`config.mk`:
```
export PLATFORM = sky130hd
export DESIGN_NAME = epw_host
export DESIGN_NICKNAME = d
export VERILOG_FILES = /design/src/design/epw_pkg.sv /design/src/design/epw_host.sv /design/src/design/epw_timer.sv
export VERILOG_INCLUDE_DIRS = /design/src /design/src/design
export SDC_FILE = /design/constraint.sdc
export NUM_CORES = 1
export LEC_CHECK = 0
export ABC_AREA = 1
export BUFFER_PORTS_ARGS = -buffer_cell sky130_fd_sc_hd__clkbuf_2
export CAP_MARGIN = 20
export CORE_ASPECT_RATIO = 1.1
export CORE_MARGIN = 2
export CORE_UTILIZATION = 45
export CTS_CLUSTER_DIAMETER = 30
export DETAILED_ROUTE_END_ITERATION = 6
export PLACE_DENSITY = 0.7
export SLEW_MARGIN = 20
export SYNTH_ARGS = -nofsm -noshare
export SYNTH_HDL_FRONTEND = slang
export SYNTH_SLANG_ARGS = --single-unit
```
`constraint.sdc`:
```
create_clock -name MCLK -period 1.9 [get_ports MCLK]
set_input_delay 0.095 -clock MCLK [delete_from_list [all_inputs] [get_ports MCLK]]
set_output_delay 0.095 -clock MCLK [all_outputs]
set_load 0.005 [all_outputs]
```
`src/design/epw_cfg.svh`:
```
`ifndef EPW_CFG_SVH
`define EPW_CFG_SVH

// Clock rate and derived timing (20 MHz, 50 ns period)
`define EPW_CLK_NS          50
`define EPW_PAGE_DWORDS     128
`define EPW_LOAD_CYCLE_US   30
`define EPW_LOAD_CYCLE_CYC  ((`EPW_LOAD_CYCLE_US * 1000) / `EPW_CLK_NS)
`define EPW_AUTO_START_US   100
`define EPW_AUTO_START_CYC  ((`EPW_AUTO_START_US * 1000) / `EPW_CLK_NS)
`define EPW_PROGRAM_CYCLE_MS 15
`define EPW_PROGRAM_CYCLE_CYC ((`EPW_PROGRAM_CYCLE_MS * 1000000) / `EPW_CLK_NS)
`define EPW_RESUME_DELAY_NS 250
`define EPW_RESUME_DELAY_CYC \
	((`EPW_RESUME_DELAY_NS + `EPW_CLK_NS - 1) / `EPW_CLK_NS)
`define EPW_BUSY_ONSET_NS   120
`define EPW_BUSY_ONSET_CYC \
	((`EPW_BUSY_ONSET_NS + `EPW_CLK_NS - 1) / `EPW_CLK_NS)
`define EPW_LOAD_SPACING_NS 750
`define EPW_LOAD_SPACING_CYC \
	((`EPW_LOAD_SPACING_NS + `EPW_CLK_NS - 1) / `EPW_CLK_NS)
`define EPW_GUARD_LEAD_US   100
`define EPW_GUARD_LEAD_CYC  ((`EPW_GUARD_LEAD_US * 1000) / `EPW_CLK_NS)
// Strobe low time in cycles (covers 250 ns pulse width)
`define EPW_STROBE_CYC      6
// Read access wait (covers 250 ns access)
`define EPW_READ_CYC        6
`define EPW_POLL_BIT0       7
`define EPW_TIMER_W         20

`endif

```
`src/design/epw_pkg.sv`:
```
package epw_pkg;

	typedef enum logic [7:0] {
		ST_IDLE   = 8'h01,
		ST_LEAD   = 8'h02,
		ST_STROBE = 8'h04,
		ST_GAP    = 8'h08,
		ST_SETTLE = 8'h10,
		ST_WAIT   = 8'h20,
		ST_RESUME = 8'h40,
		ST_READ   = 8'h80
	} epw_state_t;

	// Host request from the user side
	typedef struct packed {
		logic        write;
		logic        last;
		logic        bank;
		logic [16:0] addr;
		logic [31:0] data;
	} epw_req_t;

	// Memory pin bundle driven by the host
	typedef struct packed {
		logic [1:0]  chip_sel_n;
		logic        out_en_n;
		logic        wr_strobe_n;
		logic [16:0] addr;
	} epw_pins_t;

endpackage

```
`src/design/epw_host.sv`:
```
`timescale 1ns/100ps
`include "epw_cfg.svh"

// Notes on behaviour
// [RULE1] A page load holds one to 128 dwords, programmed in one cycle.
// [RULE2] Host strobes each next dword within 30 us of the last.
// [RULE3] Memory starts programming after 100 us of idle strobes.
// [RULE4] Address latched on strobe fall, data on strobe rise.
// [RULE5] Host keeps page address bits 16..7 fixed within a page load.
// [RULE6] Polled read returns inverted bit 7 of each byte while busy. The memory model inverts all 32 bits of the last load.
// [RULE7] Ready/busy falls after first strobe, rises when write ends.
// [RULE8] Guard low blocks access, floats data, aborts programming.
// [RULE9] Memory finishes each program cycle within the maximum time.
// [RULE10] Maximum program cycle time is 15 ms.
// [RULE11] Without completion sensing, host waits the full cycle time.
// [RULE12] After completion, host waits 250 ns before next access.
// [RULE13] Host waits 120 ns after a write before sampling busy.
// [RULE14] Host spaces data latches in a page at least 750 ns apart.
// [RULE15] Host raises guard at least 100 us before writing.
// [RULE16] Host holds guard low across supply up and down.
// [RULE17] Host enables at most one chip select at a time.
// [RULE18] Memory ignores writes with strobe high or output enable low.
module epw_host (
	input  wire logic             MCLK,
	input  wire logic             RESET_N,
	input  wire logic             POWER_OK,
	input  wire logic             USE_READY,
	input  wire epw_pkg::epw_req_t REQ,
	input  wire logic             REQ_VALID,
	output logic                  REQ_READY,
	output logic [31:0]           RD_DATA,
	output logic                  RD_VALID,
	output logic                  PAGE_ERROR,
	output logic                  BUSY,
	output epw_pkg::epw_pins_t    MEM,
	output logic [31:0]           MEM_DQ_O,
	output logic                  MEM_DQ_OE,
	input  wire logic [31:0]      MEM_DQ_I,
	input  wire logic             MEM_READY,
	output logic                  MEM_GUARD_N
);
	epw_pkg::epw_state_t state;
	epw_pkg::epw_state_t next_state;
	epw_pkg::epw_pins_t  pins;
	logic [31:0]         wdata;
	logic [9:0]          page;
	logic [7:0]          count;
	logic                page_open;
	logic                guard_ok;
	logic                is_write;
	logic                is_last;
	logic                t_load;
	logic [`EPW_TIMER_W-1:0] t_value;
	logic                t_done;
	logic                g_load;
	logic                g_done;
	logic                accept;
	logic                page_clash;
	logic                full_page;
	logic                idle_take;
	logic                gap_take;

	epw_timer u_timer (
		.clk   (MCLK),
		.rst_n (RESET_N),
		.load  (t_load),
		.value (t_value),
		.done  (t_done)
	);

	// Guard lead timer runs from the guard release
	epw_timer u_guard (
		.clk   (MCLK),
		.rst_n (RESET_N),
		.load  (g_load),
		.value (`EPW_TIMER_W'(`EPW_GUARD_LEAD_CYC)),
		.done  (g_done)
	);

	// Request decode
	assign accept     = REQ_VALID && REQ_READY;
	assign page_clash = page_open && REQ.write && (REQ.addr[16:7] != page);
	assign full_page  = (count == 8'(`EPW_PAGE_DWORDS - 1));
	// Ready only when the request really moves on; in ST_GAP a guard drop can still take one and lose it
	// [RULE15] guard lead
	assign idle_take  = guard_ok && (!REQ.write || g_done);
	// [RULE5] other page held; reads wait until the page is written
	assign gap_take   = t_done && REQ.write && !page_clash && !is_last &&
		!full_page;
	assign REQ_READY  = ((state == epw_pkg::ST_IDLE) && idle_take) ||
		((state == epw_pkg::ST_GAP) && gap_take);
	assign BUSY       = (state != epw_pkg::ST_IDLE);

	// [RULE16] guard follows supply; [RULE15] lead timer restarts on drop
	assign g_load = !POWER_OK || !guard_ok;

	// Next state and timer load selection
	always_comb begin
		next_state = state;
		t_load     = 1'b0;
		t_value    = '0;
		case (state)
		epw_pkg::ST_IDLE: begin
			if (accept && !page_clash && guard_ok &&
					(!REQ.write || g_done)) begin
				next_state = epw_pkg::ST_STROBE;
				t_load     = 1'b1;
				t_value    = `EPW_TIMER_W'(`EPW_STROBE_CYC);
			end
		end
		epw_pkg::ST_STROBE: begin
			if (t_done) begin
				t_load  = 1'b1;
				if (is_write) begin
					// [RULE14] latch spacing
					next_state = epw_pkg::ST_GAP;
					t_value    = `EPW_TIMER_W'(`EPW_LOAD_SPACING_CYC -
						`EPW_STROBE_CYC);
				end else begin
					next_state = epw_pkg::ST_READ;
					t_value    = `EPW_TIMER_W'(1);
				end
			end
		end
		epw_pkg::ST_GAP: begin
			if (accept && !page_clash) begin
				next_state = epw_pkg::ST_STROBE;
				t_load     = 1'b1;
				t_value    = `EPW_TIMER_W'(`EPW_STROBE_CYC);
			end else if (t_done) begin
				// [RULE2] close load; [RULE3] idle strobes start programming
				next_state = epw_pkg::ST_SETTLE;
				t_load     = 1'b1;
				t_value    = `EPW_TIMER_W'(`EPW_AUTO_START_CYC +
					`EPW_BUSY_ONSET_CYC);
			end
		end
		epw_pkg::ST_SETTLE: begin
			if (t_done) begin
				next_state = epw_pkg::ST_WAIT;
				t_load     = 1'b1;
				// [RULE11] fixed wait; [RULE10] 15 ms
				t_value    = `EPW_TIMER_W'(`EPW_PROGRAM_CYCLE_CYC);
			end
		end
		epw_pkg::ST_WAIT: begin
			// [RULE7] ready sense; [RULE13] sampled after onset delay
			if (t_done || (USE_READY && MEM_READY)) begin
				next_state = epw_pkg::ST_RESUME;
				t_load     = 1'b1;
				// [RULE12] resume delay
				t_value    = `EPW_TIMER_W'(`EPW_RESUME_DELAY_CYC);
			end
		end
		epw_pkg::ST_RESUME: begin
			if (t_done)
				next_state = epw_pkg::ST_IDLE;
		end
		epw_pkg::ST_READ: begin
			if (t_done)
				next_state = epw_pkg::ST_IDLE;
		end
		default: next_state = epw_pkg::ST_IDLE;
		endcase
		// [RULE8] guard drop aborts any access in flight
		if (!guard_ok)
			next_state = epw_pkg::ST_IDLE;
	end

	// Pin drive; strobe low in ST_STROBE for writes, only one select active
	always_comb begin
		pins             = MEM;
		pins.wr_strobe_n = 1'b1;
		pins.out_en_n    = 1'b1;
		pins.chip_sel_n  = 2'b11;
		if (next_state == epw_pkg::ST_STROBE) begin
			// [RULE17] single chip select
			pins.chip_sel_n = REQ.bank ? 2'b01 : 2'b10;
			if (state != epw_pkg::ST_STROBE) begin
				pins.addr = REQ.addr;
				// [RULE18] output enable held high on writes
				pins.out_en_n = REQ.write;
			end else begin
				pins.chip_sel_n = MEM.chip_sel_n;
				pins.out_en_n   = MEM.out_en_n;
			end
			// Stale is_write must not strobe a read that follows a write
			pins.wr_strobe_n = (state == epw_pkg::ST_STROBE) ? !is_write :
				!REQ.write;
		end else if (next_state == epw_pkg::ST_READ) begin
			pins.chip_sel_n = MEM.chip_sel_n;
			pins.out_en_n   = 1'b0;
		end
	end

	// Pins and data registered so the memory sees clean edges
	always_ff @(posedge MCLK or negedge RESET_N) begin
		if (!RESET_N) begin
			state       <= epw_pkg::ST_IDLE;
			MEM         <= '{chip_sel_n: 2'b11, out_en_n: 1'b1,
				wr_strobe_n: 1'b1, addr: 17'h00000};
			MEM_GUARD_N <= 1'b0;
			guard_ok    <= 1'b0;
		end else begin
			state       <= next_state;
			// [RULE4] address registered on the same edge as the strobe fall
			MEM         <= pins;
			MEM_GUARD_N <= POWER_OK;
			guard_ok    <= POWER_OK;
		end
	end

	// Page bookkeeping and write data hold past the strobe rise
	always_ff @(posedge MCLK or negedge RESET_N) begin
		if (!RESET_N) begin
			wdata     <= 32'h00000000;
			page      <= 10'h000;
			count     <= 8'h00;
			page_open <= 1'b0;
			is_write  <= 1'b0;
			is_last   <= 1'b0;
		end else if (accept && next_state == epw_pkg::ST_STROBE) begin
			wdata    <= REQ.data;
			is_write <= REQ.write;
			is_last  <= REQ.last;
			if (REQ.write) begin
				// [RULE5] page held; [RULE1] dword count
				page      <= REQ.addr[16:7];
				count     <= page_open ? count + 8'h01 : 8'h00;
				page_open <= 1'b1;
			end
		end else if (next_state == epw_pkg::ST_IDLE) begin
			page_open <= 1'b0;
			count     <= 8'h00;
		end
	end

	// Data drive: output enable only for write strobes, guard permitting
	always_ff @(posedge MCLK or negedge RESET_N) begin
		if (!RESET_N) begin
			MEM_DQ_O  <= 32'h00000000;
			MEM_DQ_OE <= 1'b0;
		end else begin
			MEM_DQ_O  <= accept ? REQ.data : wdata;
			// Held one cycle past the strobe rise for data hold
			MEM_DQ_OE <= (state == epw_pkg::ST_STROBE) ? is_write :
				((next_state == epw_pkg::ST_STROBE) && REQ.write);
		end
	end

	// Read return taken in the last cycle of the access
	always_ff @(posedge MCLK or negedge RESET_N) begin
		if (!RESET_N) begin
			RD_DATA    <= 32'h00000000;
			RD_VALID   <= 1'b0;
			PAGE_ERROR <= 1'b0;
		end else begin
			RD_VALID   <= (state == epw_pkg::ST_READ) && t_done;
			PAGE_ERROR <= REQ_VALID && page_clash;
			if ((state == epw_pkg::ST_READ) && t_done)
				RD_DATA <= MEM_DQ_I;
		end
	end
endmodule // epw_host

```
`src/design/epw_timer.sv`:
```
`timescale 1ns/100ps
`include "epw_cfg.svh"

// Down counter; done is high once the loaded count has run out
module epw_timer (
	input  wire logic                   clk,
	input  wire logic                   rst_n,
	input  wire logic                   load,
	input  wire logic [`EPW_TIMER_W-1:0] value,
	output logic                        done
);
	logic [`EPW_TIMER_W-1:0] count;

	assign done = (count == '0);

	// Reload wins over counting
	always_ff @(posedge clk or negedge rst_n) begin
		if (!rst_n)
			count <= '0;
		else if (load)
			count <= value;
		else if (!done)
			count <= count - 1'b1;
	end
endmodule // epw_timer

```
==> key figures <==
Power
  • Pwr dens: about 900 nW/um^2
  • Tot Pwr: 12.26 mW
  • Leakage: a little under 7 nW
  • Peak supply drop: ~700 uV

Floorplanning
  • Row cnt: between 50 and 60
  • Die W: 136.7 um
  • Die extent in y: 150.0 um
  • Core ar.: 19030 um^2
  • Initial Util: 0.4582
  • Ports: between 150 and 200
  • Die area: 20510 um^2

Logic synthesis
  • Synth top area cells: dfrtp_1 53%, nand2_1 14%, inv_1 4.7%
  • Seq/Total Area, Yosys: 0.5459
  • EDFF count, synth: 0
  • FFs w/ async S/R, synth: 1.000
  • Area leader, netlist: dfrtp_1
  • Top-count cell post-synth: nand2_1
  • Post-synth top area share: 0.5308
  • Top FF cell, synth: dfrtp_1
  • Syn_area_per_cell: 8.500 um^2
  • FF+latch count, synth: 190
  • Netlist cell types: 45
  • Ys Warns: 0
  • Net Count, Synth: approximately 1100
  • Top post-synthesis cells by count: 325 x nand2_1, 185 x dfrtp_1, 110 x inv_1, 73 x nor2_1, 58 x o21ai_0
  • Post-Syn Area: 8721 um^2
  • Synthesized instance count: 1026

Setup path
  • Setup CP Type: flip-flop to flip-flop
  • Worst R2R Path Depth: 12
  • R2R setup slack: -0.25 ns
  • CP required: 2.22 ns
  • Arr. time, crit path: 2.47 ns
  • Crit path capture type: flip-flop
  • Worst Setup Start Kind: flip-flop
  • Max FO, Critical Path: 5
  • R2r startpoint: u_timer.count[0]
  • R2R Path End: u_timer.count[1]

Global routing
  • GR Overflow Total: 0
  • GRT Total Usage: 0.2429
  • Pin count of the biggest net entering global routing: 68
  • Initial antenna violation count: 0
  • Vias in the first global route: about 8500
  • First-pass GRT wire length: around 40 mm

Run status
  • Failing checks: negative setup slack
  • Status: finished, violations left

Clocking
  • TritonCTS clock tree: built
  • Total CTS buffers: 17
  • Skew-Pair Late Insertion Delay: about 0.43 ns
  • Clock Sinks: 190
  • Max clock buf depth: 2
  • CTS HTree Levels: 4
  • Reg clk slew, reported paths: 0.07 ns
  • Root buffer cell: clkbuf_16

STA
  • Final count of hold timing violations: 0
  • Setup violators final: 161
  • Final Max Tran Viols: 0
  • RSZ-0062 raised after global routing: yes
  • Final setup margin: -0.2482 ns
  • Skew final: 0.01413 ns
  • Fmax achieved: approximately 470 MHz
  • Worst hold slack: 0.09057 ns
  • Final worst path period share: 1.131
  • Final min period: 2.148 ns

Min path
  • Hold_sp: REQ_VALID
  • Hold Path End: PAGE_ERROR
  • Hold depth: 3
  • Worst hold path class: input pin to flip-flop

Layout
  • Filler Cell Count: between 1000 and 1500
  • Area growth, synth to finish: 56.92%
  • Share of cells above drive strength 1: 0.4044
  • Nets: 1546
  • Antenna diodes: 0

Drt
  • Pre-Repair DR Iteration Count: 5
  • Residual DRC: 0
  • Routed len/inst: 16.21 um
  • Vias: 8789
  • WL final: 27.74 mm
  • DR iter-0 viols: between 600 and 700
  • Number of vias per cell: 5.137
  • Post-DRT Antenna Nets: 0

Placed design
  • Post-DP HPWL: 15.75 mm
  • Buffers on Ports: 180
  • Worst slack, placed: -0.2323 ns
  • Final RePlAce weighted congestion: 0.8822

Job
  • Max Cap Viol: 0
## stage by stage
stage                 util  area [um^2]  setup TNS [ns]  std cells
floorplan                -         8733         -0.2581       1026
CTS                 0.6752        12850          -2.495       1693
global placement    0.5784        11010          -5.028       1559
finish              0.7190        13680          -16.79       1711
detailed placement  0.5784        11010          -9.926       1559
global route        0.7190        13680          -29.46       1711
## layout make-up
| class | instances | area (um^2) | share of cell area |
|---|---|---|---|
| clock buffers | 19 | 452.9 | 0.03310 |
| clock inverters | 13 | 145.1 | 0.01061 |
| inverters | 111 | 426.7 | 0.03118 |
| multi-input cells | 692 | 4075 | 0.2978 |
| flip-flops and latches | 190 | 4761 | 0.3479 |
| well taps | 247 | 309.0 | 0.02258 |
| repair buffers | 439 | 3515 | 0.2568 |
## registers in the layout, summed over array words and instances (netlist names)
signal         flops
MEM               21
MEM_DQ_O          32
MEM_DQ_OE          1
PAGE_ERROR         1
RD_DATA           32
RD_VALID           1
count              8
guard_ok           1
is_last            1
is_write           1
page              10
page_open          1
state              8
u_guard.count     20
u_timer.count     20
wdata             32
## kinds of logic after synthesis
| logic type | synth area share |
|---|---|
| AOI/OAI and AO/OA | 0.08436 |
| xor gates and xnor gates | 0.02712 |
| adders and majority gates | 0.007174 |
| buffers and inverters | 0.06872 |
| DFF | 0.5459 |
| muxes | 0.003873 |
| other | 0.0004300 |
| and+or+nand+nor | 0.2624 |
## repair_timing
item	4_1_cts	5_1_grt
endpoints found under the setup margin	142	171
gates cloned	2	9
buffers inserted	15	9
resized for setup	96	171
hold buffers	85	0
endpoints found under the hold margin	312	0
pin swaps	20	51
## routing by layer
metal / GRT usage / up-vias / share of wire
met5: 0 / - / 0
met4: 0.1036 / 0 / 0.046
met3: 0.03997 / 114 / 0.055
met2: 0.4275 / 355 / 0.53
met1: 0.2927 / 4199 / 0.37
li1: - / 4121 / -
## worst max-delay path by stage
stage,from,end,slack [ns],cells after the start
3_3_place_gp,u_timer.count[14],u_timer.count[6],-0.18,13
2_1_floorplan,u_timer.count[0],count[0],-0.03,14
3_5_place_dp,u_timer.count[0],u_timer.count[12],-0.23,13
4_1_cts,u_guard.count[1],REQ_READY,-0.08,10
5_1_grt,u_timer.count[0],u_timer.count[2],-0.34,12
6_report,u_timer.count[0],u_timer.count[1],-0.25,12
## cells in the final DEF, fill, tap and decap left out, drive strengths merged, types with 4 or more instances in the layout
master       instances
nand2              333
clkbuf             207
dfrtp              185
buf                166
inv                118
o21ai               92
nor2                92
dlygate4sd3         85
nand3               55
a21oi               28
nand4               20
xor2                19
nor3                11
xnor2                8
dfstp                5
o211ai               5
ha                   5
clkinv               4
## critical path: stages, from the launching register on
cell and delay (ns):
dfrtp_1 0.40, inv_2 0.09, ha_4 0.16, nand2_2 0.05
nor2_2 0.13, nand3_2 0.12, buf_6 0.15, o211ai_1 0.34
inv_2 0.17, nand4_1 0.19, inv_1 0.09, nand2_1 0.07
nand2_1 0.05
## report_power, final
part           switching (mW)  total, mW  internal, mW
logic                    1.83       3.70          1.87
registers               0.331       4.93          4.60
clock network            1.69       3.63          1.94
No activity file was read; power rests on OpenSTA's default activity.
